## src/hdl/pts_pkg.sv

```systemverilog
// constants and types for the pattern trigger and light-source sync block
package pts_pkg;
   // ==========================================================
   // widths and defaults
   localparam int          PTS_PAT_W        = 8;
   localparam int          PTS_PWM_W        = 8;
   localparam int          PTS_EXPO_W       = 16;
   localparam logic [7:0]  PTS_PAT_FIRST    = 8'h00;
   localparam logic [7:0]  PTS_PAT_LAST_DEF = 8'h07;
   localparam logic [15:0] PTS_EXPO_DEF     = 16'h0032;
   localparam logic [7:0]  PTS_DUTY_DEF     = 8'h80;
   localparam int          PTS_SYNC_STAGES  = 2;
   // colour lane indices
   localparam int          PTS_RED          = 0;
   localparam int          PTS_GREEN        = 1;
   localparam int          PTS_BLUE         = 2;
   localparam int          PTS_NUM_COLOURS  = 3;

   // ==========================================================
   // sequencer states
   typedef enum logic [1:0] {
      PTS_IDLE   = 2'b00,
      PTS_WAIT   = 2'b01,
      PTS_EXPOSE = 2'b10
   } pts_state_e;
endpackage

```

## src/hdl/pts_sync2.sv

```systemverilog
// two-flop level synchroniser
`timescale 1ns/1ns
module pts_sync2 (
   // clock and reset
   input  wire logic clk_sys,
   input  wire logic rst,
   // level in and out
   input  wire logic async_in,
   output logic      sync_out
);
   logic meta_q;

   // ==========================================================
   // first stage feeds only the second stage
   always_ff @(posedge clk_sys) begin
      if (rst) begin
         meta_q   <= 1'b0;
         sync_out <= 1'b0;
      end else begin
         meta_q   <= async_in;
         sync_out <= meta_q;
      end
   end
endmodule

```

## src/hdl/pts_trigger_sync.sv

```systemverilog
// pattern trigger, light-source and dual-controller sync block
`timescale 1ns/1ns
module pts_trigger_sync
   import pts_pkg::*;
#(
   parameter int PAT_W  = PTS_PAT_W,
   parameter int PWM_W  = PTS_PWM_W,
   parameter int EXPO_W = PTS_EXPO_W
) (
   // clock and reset
   input  wire logic                                  clk_sys,
   input  wire logic                                  rst,
   // configuration from the controller core
   input  wire logic                                  pattern_mode,
   input  wire logic [PAT_W-1:0]                      pattern_last,
   input  wire logic [EXPO_W-1:0]                     expose_cycles,
   input  wire logic [PTS_NUM_COLOURS-1:0]            colour_select,
   input  wire logic [PTS_NUM_COLOURS*PWM_W-1:0]      colour_duty,
   // software start and stop, one-cycle pulses
   input  wire logic                                  sw_start,
   input  wire logic                                  sw_stop,
   // trigger pins
   input  wire logic                                  pattern_advance_in,
   input  wire logic                                  pattern_run_in,
   output logic                                       exposure_active_out,
   output logic                                       first_pattern_out,
   // light-source pins
   output logic                                       red_current_pwm,
   output logic                                       green_current_pwm,
   output logic                                       blue_current_pwm,
   output logic                                       red_source_on,
   output logic                                       green_source_on,
   output logic                                       blue_source_on,
   // dual-controller pins
   input  wire logic                                  role_strap,
   input  wire logic                                  secondary_present_i,
   output logic                                       secondary_present_o,
   output logic                                       secondary_present_oe,
   input  wire logic                                  sequence_align_line_i,
   output logic                                       sequence_align_line_o,
   output logic                                       sequence_align_line_oe,
   input  wire logic                                  serial_clk,
   input  wire logic                                  serial_cs_req,
   output logic                                       secondary_port_select_n_o,
   output logic                                       secondary_port_select_n_oe,
   // status to the controller core
   output logic                                       is_primary,
   output logic                                       secondary_ready,
   output logic                                       running,
   output logic [PAT_W-1:0]                           pattern_index
);
   logic              adv_s, run_s, strap_s, pres_s, align_s, sclk_s;
   logic              adv_q, run_q, sclk_q, align_q;
   logic              adv_rise, run_rise, run_fall, align_fall;
   logic              primary_q, strap_seen_q;
   logic [PTS_SYNC_STAGES-1:0] strap_wait_q;
   logic              go, stop;
   pts_state_e        state_q;
   logic [EXPO_W-1:0] expo_cnt_q;
   logic [PAT_W-1:0]  pat_q;
   logic [PWM_W-1:0]  pwm_cnt_q;
   logic [PTS_NUM_COLOURS-1:0] pwm_q, en_q;
   logic              cs_n_q;

   // ==========================================================
   // synchronisers for every pin input except serial_cs_req
   pts_sync2 u_adv   (.clk_sys(clk_sys), .rst(rst), .async_in(pattern_advance_in),    .sync_out(adv_s));
   pts_sync2 u_run   (.clk_sys(clk_sys), .rst(rst), .async_in(pattern_run_in),        .sync_out(run_s));
   pts_sync2 u_strap (.clk_sys(clk_sys), .rst(rst), .async_in(role_strap),            .sync_out(strap_s));
   pts_sync2 u_pres  (.clk_sys(clk_sys), .rst(rst), .async_in(secondary_present_i),   .sync_out(pres_s));
   pts_sync2 u_align (.clk_sys(clk_sys), .rst(rst), .async_in(sequence_align_line_i), .sync_out(align_s));
   pts_sync2 u_sclk  (.clk_sys(clk_sys), .rst(rst), .async_in(serial_clk),            .sync_out(sclk_s));

   // edge history taken from synchronised levels only
   always_ff @(posedge clk_sys) begin
      if (rst) begin
         adv_q   <= 1'b0;
         run_q   <= 1'b0;
         sclk_q  <= 1'b0;
         align_q <= 1'b1;
      end else begin
         adv_q   <= adv_s;
         run_q   <= run_s;
         sclk_q  <= sclk_s;
         align_q <= align_s;
      end
   end

   // ==========================================================
   // role strap caught once after reset release, held for the session
   always_ff @(posedge clk_sys) begin
      if (rst) begin
         primary_q    <= 1'b0;
         strap_seen_q <= 1'b0;
         strap_wait_q <= '0;
      end else begin
         // reset clears the strap synchroniser, so wait until both stages hold the pin
         strap_wait_q <= {strap_wait_q[PTS_SYNC_STAGES-2:0], 1'b1};
         if (strap_wait_q[PTS_SYNC_STAGES-1] && !strap_seen_q) begin
            primary_q    <= strap_s;
            strap_seen_q <= 1'b1;
         end
      end
   end

   assign is_primary      = primary_q;
   assign secondary_ready = primary_q & pres_s;

   // triggers count only on a primary in pattern mode
   assign adv_rise   = adv_s & ~adv_q & primary_q & pattern_mode;
   assign run_rise   = run_s & ~run_q & primary_q & pattern_mode;
   assign run_fall   = ~run_s & run_q & primary_q & pattern_mode;
   // a secondary follows the primary's start via the shared line
   assign align_fall = ~align_s & align_q & ~primary_q & strap_seen_q;
   assign go         = run_rise | (sw_start & pattern_mode) | align_fall;
   assign stop       = run_fall | sw_stop | ~pattern_mode;

   // ==========================================================
   // pattern sequencer; stop beats start when both arrive together
   always_ff @(posedge clk_sys) begin
      if (rst) begin
         state_q    <= PTS_IDLE;
         pat_q      <= PTS_PAT_FIRST[PAT_W-1:0];
         expo_cnt_q <= '0;
      end else begin
         case (state_q)
            PTS_IDLE: begin
               if (go && !stop) begin
                  pat_q      <= PTS_PAT_FIRST[PAT_W-1:0];
                  expo_cnt_q <= expose_cycles;
                  state_q    <= PTS_EXPOSE;
               end
            end
            PTS_WAIT: begin
               if (stop) begin
                  state_q <= PTS_IDLE;
               end else if (adv_rise) begin
                  pat_q      <= (pat_q == pattern_last) ? PTS_PAT_FIRST[PAT_W-1:0] : pat_q + 1'b1;
                  expo_cnt_q <= expose_cycles;
                  state_q    <= PTS_EXPOSE;
               end
            end
            PTS_EXPOSE: begin
               if (stop) begin
                  state_q <= PTS_IDLE;
               end else if (expo_cnt_q <= 1) begin
                  state_q <= PTS_WAIT;
               end else begin
                  expo_cnt_q <= expo_cnt_q - 1'b1;
               end
            end
            default: state_q <= PTS_IDLE;
         endcase
      end
   end

   assign running       = (state_q != PTS_IDLE);
   assign pattern_index = pat_q;

   // registered trigger outputs; a secondary keeps them low
   always_ff @(posedge clk_sys) begin
      if (rst) begin
         exposure_active_out <= 1'b0;
         first_pattern_out   <= 1'b0;
      end else begin
         exposure_active_out <= primary_q && state_q == PTS_EXPOSE && !stop;
         first_pattern_out   <= primary_q && running && !stop &&
                                pat_q == PTS_PAT_FIRST[PAT_W-1:0];
      end
   end

   // ==========================================================
   // shared free-running pwm counter keeps the three colours phase aligned
   always_ff @(posedge clk_sys) begin
      if (rst) begin
         pwm_cnt_q <= '0;
      end else begin
         pwm_cnt_q <= pwm_cnt_q + 1'b1;
      end
   end

   // one enable and one current pwm per colour
   genvar c;
   generate
      for (c = 0; c < PTS_NUM_COLOURS; c++) begin : g_colour
         always_ff @(posedge clk_sys) begin
            if (rst) begin
               en_q[c]  <= 1'b0;
               pwm_q[c] <= 1'b0;
            end else begin
               en_q[c]  <= primary_q & running & colour_select[c];
               pwm_q[c] <= primary_q & running & colour_select[c] &
                           (pwm_cnt_q < colour_duty[c*PWM_W +: PWM_W]);
            end
         end
      end
   endgenerate

   assign red_source_on     = en_q[PTS_RED];
   assign green_source_on   = en_q[PTS_GREEN];
   assign blue_source_on    = en_q[PTS_BLUE];
   assign red_current_pwm   = pwm_q[PTS_RED];
   assign green_current_pwm = pwm_q[PTS_GREEN];
   assign blue_current_pwm  = pwm_q[PTS_BLUE];

   // ==========================================================
   // present line: secondary pulls high when up, primary only listens
   assign secondary_present_o  = 1'b1;
   assign secondary_present_oe = strap_seen_q & ~primary_q;

   // align line is open drain: primary pulls low while running
   assign sequence_align_line_o  = 1'b0;
   assign sequence_align_line_oe = primary_q & running;

   // select changes only on a falling serial clock edge
   always_ff @(posedge clk_sys) begin
      if (rst) begin
         cs_n_q <= 1'b1;
      end else if (~sclk_s & sclk_q) begin
         cs_n_q <= ~(serial_cs_req & primary_q & pres_s);
      end
   end

   assign secondary_port_select_n_o  = cs_n_q;
   assign secondary_port_select_n_oe = primary_q;
endmodule

```

## config.mk

```make
export PLATFORM = sky130hd
export DESIGN_NAME = pts_trigger_sync
export DESIGN_NICKNAME = d
export VERILOG_FILES = /design/src/hdl/pts_pkg.sv /design/src/hdl/pts_sync2.sv /design/src/hdl/pts_trigger_sync.sv
export SDC_FILE = /design/constraint.sdc
export NUM_CORES = 1
export LEC_CHECK = 0
export BUFFER_PORTS_ARGS = -buffer_cell sky130_fd_sc_hd__buf_2
export CAP_MARGIN = 20
export CORE_AREA = 2 2 104 66
export CTS_CLUSTER_SIZE = 40
export DETAILED_ROUTE_END_ITERATION = 10
export DIE_AREA = 0 0 106 68
export PLACE_DENSITY = 0.83
export SLEW_MARGIN = 20
export SYNTH_ARGS = -nofsm -noshare
export SYNTH_HDL_FRONTEND = slang
export SYNTH_SLANG_ARGS = --single-unit
export TNS_END_PERCENT = 30
```

## constraint.sdc

```tcl
create_clock -name clk_sys -period 5 [get_ports clk_sys]
set_input_delay 0.5 -clock clk_sys [delete_from_list [all_inputs] [get_ports clk_sys]]
set_output_delay 0.5 -clock clk_sys [all_outputs]
set_load 0.03 [all_outputs]
```

Word level (Yosys, flattened, before mapping)
Cells that the tools add are included.
Cells by class
  $lt $le $gt $ge: 4
  mux-type cells: 18
  bitwise operators: 37
  eq/ne operators: 10
  add/subtract/negate cells: 3
  reduce and logical (&&, ||, !) cells: 17
Operators by type and width (number)
  $mux W16: 5
  $pmux W16 S3: 1
  $mux W8: 4
  $and A1 B1 Y1: 25
  $lt A8 B8 Y1: 3
  $add A8 B1 Y8 const B: 2
  $le A16 B1 Y1 const B: 1
  $pmux W8 S2: 1
  $sub A16 B1 Y16 const B: 1
  $mux W2: 5
  $ne A2 B2 Y1 const B: 5
  $eq A8 B8 Y1: 1
  $logic_not A8 Y1: 1
  $not A1 Y1: 8
  $logic_and A1 B1 Y1: 7
  $ne A3 B3 Y1 const B: 2
  $pmux W2 S3: 1
  $reduce_and A6 Y1: 1
  $or A1 B1 Y1: 4
  $reduce_and A4 Y1: 1
  $reduce_bool A2 Y1: 2
  $reduce_and A3 Y1: 1
  $reduce_bool A3 Y1: 1
  $eq A2 B1 Y1 const B: 1
  other kinds (4): 5
Word-level totals
  logic and storage cells: 122
  output and inout port bits: 25
  bits in registers: 63
  input bits: 63

Longest topological paths before layout
Gate-level depths: netlist of run 1.
  depth after elaboration: 10
  gate-level depth with buffers: 8
  gate-level depth less buffers: 7

Hierarchy
A second synthesis of run 1 with hierarchy kept.
Unflattened totals
  cell total of the unflattened synthesis: 405
  area total of the unflattened synthesis: 3359.5 um^2
By module, submodules not included
  pts_trigger_sync: cells an instance 381, sequential area each 1021.0 um^2, times used 1, area an instance 3044.2 um^2
  pts_sync2: cells an instance 4, sequential area each 40.0 um^2, times used 6, area an instance 52.6 um^2

Worst setup path after synthesis of run 1
OpenSTA, ideal clock, no wires.
  kind: register to register
  start point: reg primary_q (netlist: is_primary)
  end point: reg pat_q[4] (netlist: pattern_index[4])
  setup slack: 3.014 ns
  clock period less this slack: 1.986 ns
  data arrival time: 1.859 ns
  path buffers: 2
  library setup time: 0.128 ns
  data required time: 4.872 ns
  cell stages (with the launch flop): 9
  cell sequence: dfxtp_1 > buf_6 > and4b_1 > a2111oi_1 > a2111o_1 > buf_6 > o21bai_1 > a21oi_1 > nor2_1
On the way
  word-level cells in the longest chain between the ends: 8
  elaborated cells on any way between the ends: 19
  classes of those cells: 3 x eq/ne; 13 x bitwise; 3 x reduce/logical
Ends and longest elaborated chain
  start: declaration: RTL line pts_trigger_sync.sv:55  | logic primary_q, strap_seen_q;
  start signal: assignment: RTL line pts_trigger_sync.sv:100  | primary_q <= strap_s;
  $and A1 B1 Y1 (2 in a row): RTL line pts_trigger_sync.sv:112  | assign run_fall = ~run_s & run_q & primary_q & pattern_mode;
  $or A1 B1 Y1 (2 in a row): RTL line pts_trigger_sync.sv:116  | assign stop = run_fall | sw_stop | ~pattern_mode;
  $logic_not A1 Y1: RTL line pts_trigger_sync.sv:128  | if (go && !stop) begin
  $logic_and A1 B1 Y1: RTL line pts_trigger_sync.sv:128
  $ne A2 B2 Y1 (no line)
  $reduce_and A4 Y1 (no line) (*)
  end signal: assignment: RTL line pts_trigger_sync.sv:123  | pat_q <= PTS_PAT_FIRST[PAT_W-1:0];
  end signal: assignment: RTL line pts_trigger_sync.sv:129  | pat_q <= PTS_PAT_FIRST[PAT_W-1:0];
  end signal: assignment: RTL line pts_trigger_sync.sv:138  | pat_q <= (pat_q == pattern_last) ? PTS_PAT_FIRST[PAT_W-1:0] : pat_q + 1'b1;
  end: declaration: RTL line pts_trigger_sync.sv:60  | logic [PAT_W-1:0] pat_q;
Mark *: on every way between the ends. The rest lies on a longest branch, timed or not.
A chain may end at the register's enable or synchronous reset.

Worst setup path after layout of run 1
  start point: reg primary_q (netlist: is_primary)
  end point: reg expo_cnt_q[2]
On the way
  word-level cells in the longest chain between the ends: 8
  elaborated cells on any way between the ends: 20
  classes of those cells: 4 x eq/ne; 13 x bitwise; 3 x reduce/logical
Ends and longest elaborated chain
  $and A1 B1 Y1 (2 in a row): RTL line pts_trigger_sync.sv:112
  $or A1 B1 Y1 (2 in a row): RTL line pts_trigger_sync.sv:116
  $logic_not A1 Y1: RTL line pts_trigger_sync.sv:128
  $logic_and A1 B1 Y1: RTL line pts_trigger_sync.sv:128
  $ne A2 B2 Y1 (no line)
  $reduce_and A6 Y1 (no line) (*)
  end signal: assignment: RTL line pts_trigger_sync.sv:130  | expo_cnt_q <= expose_cycles;
  end signal: assignment: RTL line pts_trigger_sync.sv:139  | expo_cnt_q <= expose_cycles;
  end signal: assignment: RTL line pts_trigger_sync.sv:149  | expo_cnt_q <= expo_cnt_q - 1'b1;
  end: declaration: RTL line pts_trigger_sync.sv:59  | logic [EXPO_W-1:0] expo_cnt_q;
Marked as above.

==> metrics.md, run 1 <==
| Metric | Value |
|---|---|
| Setup CP Type | register to register |
| Ports | 88 |
| Yosys top cell area share | 36.8% |
| Area Overhead vs Synth | 19.5% |
| Synth warnings | 0 |
| Top cells by count, synth | dfxtp_1 (63), a21oi_1 (40), nor2_1 (39), inv_1 (29), nor2b_1 (27) |
| Core ar. | 6360 um^2 |
| Slew Viols, Final | 0 |
| Layout cell share with drive strength beyond 1 | 23.3% |
| Worst setup margin | 2.59 ns |
| R2R setup slack | 2.59 ns |
| Design area | 4100 um^2 |
| Leak | 1.87 nW |
| Rows | 23 |
| Library cells used by synthesis | 56 |
| Clock buffer depth | 2 |
| Primary FF master, synth | dfxtp_1 |
| DR pass1 iterations | 5 |
| Worst slew pin tran | 0.966 ns |
| Worst Skew | 0.00842 ns |
| Final TNS setup | 0 ns |
| Final setup violation count | 0 |
| Die Y | 68 um |
| Gr usage total | 24.4% |
| Final net count | 574 |
| CTS root buf | clkbuf_8 |
| Hold Path Class | input port to register |
| Status | finished, final reports clean |
| Reg-to-Reg Start | is_primary$_SDFFE_PP0P_ |
| Die width | 106 um |
| PwrDens | 296 nW/um^2 |
| Max-cap violations | 0 |
| Seq cells post-synth | 63 |
| Slew headroom | 35.6% |
| Minimum clock period after layout | 2.41 ns |
| Antenna fix cells | 0 |
| Highest clock rate | 416 MHz |
| DP Worst Slack | 2.24 ns |
| Post-CTS Resized | 0 |
| WP data arrival | 2.66 ns |
| Dpl hpwl | 6100 um |
| Vias | 3186 |
| Syn nets | 501 |
| Synth area leader | dfxtp_1 |
| Number of cells on the worst reg-to-reg path | 6 |
| Port Buffers | 85 |
| Unrepaired setup endpoints after global routing | no |
| Peak fanout along the critical path | 33 |
| DRC Markers | 0 |
| Hold_sp | pattern_advance_in |
| DR iter-0 viols | 269 |
| Global route overflow | 0 |
| Synth top area cells | dfxtp_1 (37%), ha_1 (9.5%), a21oi_1 (5.8%) |
| Gate Count Post-Synth | 412 |
| Initial antenna violation count | 0 |
| CTS tree | done |
| Largest net degree at the start of global routing | 55 |
| Critical path endpoint category | register |
| Peak supply drop | 0.177 mV |
| CP required | 5.25 ns |
| Htree depth | 3 |
| R2r endpoint | expo_cnt_q[2]$_SDFFE_PP0P_ |
| Cts-stage hold buffer count | 0 |
| Fin crit share | 48.1% |
| Post-CTS setup buffer count | 0 |
| Clock Pin Slew Worst Setup and Hold Paths | 0.07 ns |
| Synth Cell Area | 3430 um^2 |
| Die area | 7210 um^2 |
| DP Area | 3840 um^2 |
| Antenna-violating nets left | 0 |
| Vias in the first global route | 2940 |
| Wire per inst | 14.8 um |
| Latest clock arrival within the worst-skew pair | 0.34 ns |
| Seq/Total Area, Yosys | 36.8% |
| Post-synth EDFFs | 0 |
| Gpl congestion | 0.809 |
| Final wirelength | 8520 um |
| Hold Violations, Final | 0 |
| Syn avg cell area | 8.32 um^2 |
| Most common cell in the synthesized netlist | dfxtp_1 |
| Post-synth ARST share | 0% |
| Hold Crit Endpoint | u_adv.meta_q$_SDFF_PP0_ |
| Hold path cells | 2 |
| Startpoint Class | register |
| Initial Utilization | 53.9% |
| Inserted Clock Buffers | 9 |
| First-pass GRT wire length | 13800 um |
| DR vias/cell | 5.52 |
| Clock sink count | 63 |
routing by layer:
layer  global-route usage (%)  vias up  part of all wire (%)
met5                        0        -                     0
met4                     8.22        0                   1.5
met3                     5.81       17                   6.8
met2                     40.9      122                    46
met1                     31.6     1470                    46
li1                         -     1577                     -
report_power, final:
| group | leakage (nW) | switching (mW) | internal [mW] |
|---|---|---|---|
| clock network | 0.116 | 0.197 | 0.345 |
| logic | 1.25 | 0.0800 | 0.0603 |
| registers | 0.513 | 0.0126 | 0.516 |
| total | 1.87 | 0.290 | 0.921 |
metrics by stage:
step           instances  power [mW]  utilization [%]  hold slack, ns
2_1_floorplan        412       0.629                -           0.409
3_3_place_gp         561       0.669             60.4           0.415
3_5_place_dp         561       0.677             60.4           0.420
4_1_cts              577        1.21             64.3           0.363
5_1_grt              577        1.26             64.4           0.363
6_report             577        1.21             64.4           0.371
final cells by class:
cell class              count  area [um^2]
repair buffers             86          433
well taps                  87          109
flip-flops and latches     63         1260
clock buffers              11          141
clock inverters             5          105
fillers                   536         2260
multi-input cells         296         1940
inverters                  29          109
how the worst max path moves through the flow:
stage	start	slack (ns)	to
floorplan	is_primary$_SDFFE_PP0P_	3.01	pattern_index[4]$_SDFFE_PP0P_
global placement	pattern_mode	2.39	expo_cnt_q[9]$_SDFFE_PP0P_
detailed placement	pattern_mode	2.24	expo_cnt_q[2]$_SDFFE_PP0P_
CTS	is_primary$_SDFFE_PP0P_	2.31	expo_cnt_q[2]$_SDFFE_PP0P_
global route	is_primary$_SDFFE_PP0P_	2.47	expo_cnt_q[11]$_SDFFE_PP0P_
finish	is_primary$_SDFFE_PP0P_	2.59	expo_cnt_q[2]$_SDFFE_PP0P_
kinds of logic (layout without fill, tap and decap cells):
kind of cell	Yosys count	in the layout	synth area share, %
simple gates	163	163	26.3
compound gates	90	90	16.5
mux	1	1	0.292
buf+inv	53	131	6.86
flops	63	63	36.8
other cells	2	2	0.219
xor+xnor	14	14	3.58
fa+ha+maj	26	26	9.49
cell usage in the layout, fill, tap and decap left out, types with 13 or more instances in the layout:
cell and n:
inv_1 29, ha_1 26, nor2_1 39, nand2_1 23
buf_2 85, a21oi_1 40, nor2b_1 27, dfxtp_1 63
o21ai_0 15, nor3_1 13
registers in the layout (all words and copies together) (netlist names), 2 cells and up:
name,count
pattern_index,8
strap_wait_q,2
expo_cnt_q,16
state_q,2
pwm_cnt_q,8
worst max-delay path, cell delays in order (launching register included):
cell and delay, ns:
dfxtp_1 0.55, and4bb_1 0.27, a2111oi_2 0.29, a311oi_1 0.13, o21ai_4 0.66, o21ai_0 0.21
a21oi_1 0.20
Power figures use the tool's default switching activity.
==> run 2: changes to the inputs <==
- CORE_AREA: 2 2 104 66 -> 2 2 113 71
- DIE_AREA: 0 0 106 68 -> 0 0 115 73
- PLACE_DENSITY: 0.83 -> 0.75
- clock period: 5 -> 2.2 ns (I/O delays scaled with it)
==> run 2 against run 1 <==
Via count decreased by 0.53%. Register-to-register slack got worse by 2.4 ns. Clock skew about the same. Largest cell class unchanged. Critical path type unchanged.
==> metrics.md, run 2 (synthesis gave the netlist of run 1 again) <==
| Metric | Value |
|---|---|
| Status | finished, final reports clean |
| Worst Skew | 0.00837 ns |
| Initial Utilization | 45.7% |
| Inserted Clock Buffers | 9 |
| Final Hold Slack | 0.0973 ns |
| Layout cell share with drive strength beyond 1 | 25.5% |
| PwrDens | 687 nW/um^2 |
| Area Overhead vs Synth | 24.2% |
| Net switching power figure | 0.699 mW |
| Final net count | 586 |
| Post-CTS setup buffer count | 0 |
| Final setup violation count | 0 |
| Largest net degree at the start of global routing | 54 |
| Met3 Track Usage GR | 6.48% |
| Rows | 25 |
| Gpl congestion | 0.943 |
| CTS tree | done |
| Number of cells on the worst reg-to-reg path | 7 |
| R2r endpoint | expo_cnt_q[12]$_SDFFE_PP0P_ |
| Unrepaired setup endpoints after global routing | no |
| Most frequent cells in the layout | buf_2 (85), dfxtp_1 (62), a21oi_1 (40) |
| Filler instances | 698 |
| Combinational share of power | 11.4% |
| DR iter-0 viols | 249 |
| Number of flip-flops in the largest register | 16 |
| Slew headroom | 60.2% |
| Peak fanout along the critical path | 5 |
| Ports | 88 |
| Die width | 115 um |
| Cts-stage hold buffer count | 0 |
| Global route overflow | 0 |
| Reg-to-Reg Start | expo_cnt_q[1]$_SDFFE_PP0P_ |
| Top reg by flops | expo_cnt_q |
| Dpl hpwl | 6120 um |
| Htree depth | 3 |
| Sw Ratio | 23.9% |
| Clock buffer depth | 2 |
| Highest clock rate | 489 MHz |
| DRC Markers | 0 |
| Hold path cells | 2 |
| DR vias/cell | 5.32 |
| Antenna fix cells | 0 |
| Wire per inst | 14.1 um |
| Vias | 3169 |
| Die area | 8400 um^2 |
| WP data arrival | 2.24 ns |
| CTS root buf | clkbuf_16 |
| Slew Viols, Final | 0 |
| Die Y | 73 um |
| Vias in the first global route | 3022 |
| R2R setup slack | 0.15 ns |
| Hold Violations, Final | 0 |
| Final TNS setup | 0 ns |
| Clock sink count | 63 |
| Fin crit share | 93.0% |
| Minimum clock period after layout | 2.05 ns |
| Peak supply drop | 0.568 mV |
| Latest clock arrival within the worst-skew pair | 0.33 ns |
| Final wirelength | 8380 um |
| Startpoint Class | register |
| Clock network power share | 47.5% |
| CP required | 2.40 ns |
| Clock Pin Slew Worst Setup and Hold Paths | 0.06 ns |
| Leak | 1.97 nW |
| Initial antenna violation count | 0 |
| Gr usage total | 21.3% |
| Core ar. | 7510 um^2 |
| DP Area | 3960 um^2 |
| Design area | 4260 um^2 |
| Worst slew pin tran | 0.592 ns |
| Most Used Layer, Global Route | met2 |
| First-pass GRT wire length | 13900 um |
| Int Pwr | 2.23 mW |
| GR Layer Usage met1 | 29.1% |
| Max-cap violations | 0 |
| Routing usage on met2 | 32.0% |
| Hold_sp | sequence_align_line_i |
| Setup CP Type | register to register |
| DR pass1 iterations | 5 |
| Hold Crit Endpoint | u_align.meta_q$_SDFF_PP0_ |
| Commonest non-fill, non-tap cell in the layout | buf_2 |
| Antenna-violating nets left | 0 |
| Critical path endpoint category | register |
| Hold Path Class | input port to register |
| Sequential power share | 41.1% |
| Port Buffers | 85 |
## run 2: changes by cell type in the layout (fill, tap and decap cells not counted), sizes merged
cell / change
bufinv: -2
clkbuf: +1
clkinv: +3
buf: +12
clkinvlp: -2
## run 2: per-layer routing
layer / part of all wire [%] / routed length (um) / up-vias
met5: 0 / 0 / -
met4: 0.98 / 82 / 0
met3: 7.0 / 588 / 10
met2: 44 / 3700 / 118
met1: 48 / 4010 / 1450
li1: - / - / 1591
## run 2: repair_timing
item | CTS | global route
hold endpoints to repair | 0 | 0
gates resized for setup | 0 | 3
setup endpoints to repair | 0 | 3
## run 2: area by class of cell
class	instances	area, um^2	area share [%]
timing repair buffer	98	536	12.6
sequential	63	1260	29.7
clock inverter	4	45.0	1.06
clock buffer	12	246	5.79
multi-input combinational	296	1940	45.6
tap	94	118	2.76
inverter	29	109	2.56
## run 2: critical path, stage by stage (launching register included)
cell and delay (ns):
dfxtp_1 0.32, inv_1 0.13, ha_2 0.26, nand2_1 0.11, or4_1 0.50, or3_1 0.36
a21oi_1 0.15, o32ai_1 0.08
## run 2: power by group through the flow
stage | combinational, mW | clock, mW | sequential [mW]
floorplan | 0.212 | 0 | 1.22
global placement | 0.315 | 0 | 1.22
CTS | 0.328 | 1.41 | 1.20
detailed placement | 0.325 | 0 | 1.22
global route | 0.372 | 1.45 | 1.21
finish | 0.334 | 1.39 | 1.20
## run 2: worst max path at each step
| stage | start | end | depth (start not counted) |
|---|---|---|---|
| floorplan | is_primary$_SDFFE_PP0P_ | pattern_index[4]$_SDFFE_PP0P_ | 8 |
| global placement | expo_cnt_q[0]$_SDFFE_PP0P_ | expo_cnt_q[9]$_SDFFE_PP0P_ | 8 |
| detailed placement | expo_cnt_q[0]$_SDFFE_PP0P_ | expo_cnt_q[11]$_SDFFE_PP0P_ | 8 |
| CTS | expo_cnt_q[0]$_SDFFE_PP0P_ | expo_cnt_q[11]$_SDFFE_PP0P_ | 8 |
| global route | is_primary$_SDFFE_PP0P_ | pattern_index[6]$_SDFFE_PP0P_ | 6 |
| finish | expo_cnt_q[1]$_SDFFE_PP0P_ | expo_cnt_q[12]$_SDFFE_PP0P_ | 7 |
## run 2: metrics by stage
stage | total power, mW | util [%] | cells | worst slack [ns]
global placement | 1.54 | 52.7 | 580 | 0.245
CTS | 2.94 | 56.6 | 596 | 0.0819
global route | 3.03 | 56.7 | 596 | 0.0383
floorplan | 1.43 | - | 412 | 0.214
finish | 2.92 | 56.7 | 596 | 0.155
detailed placement | 1.55 | 52.7 | 580 | 0.100
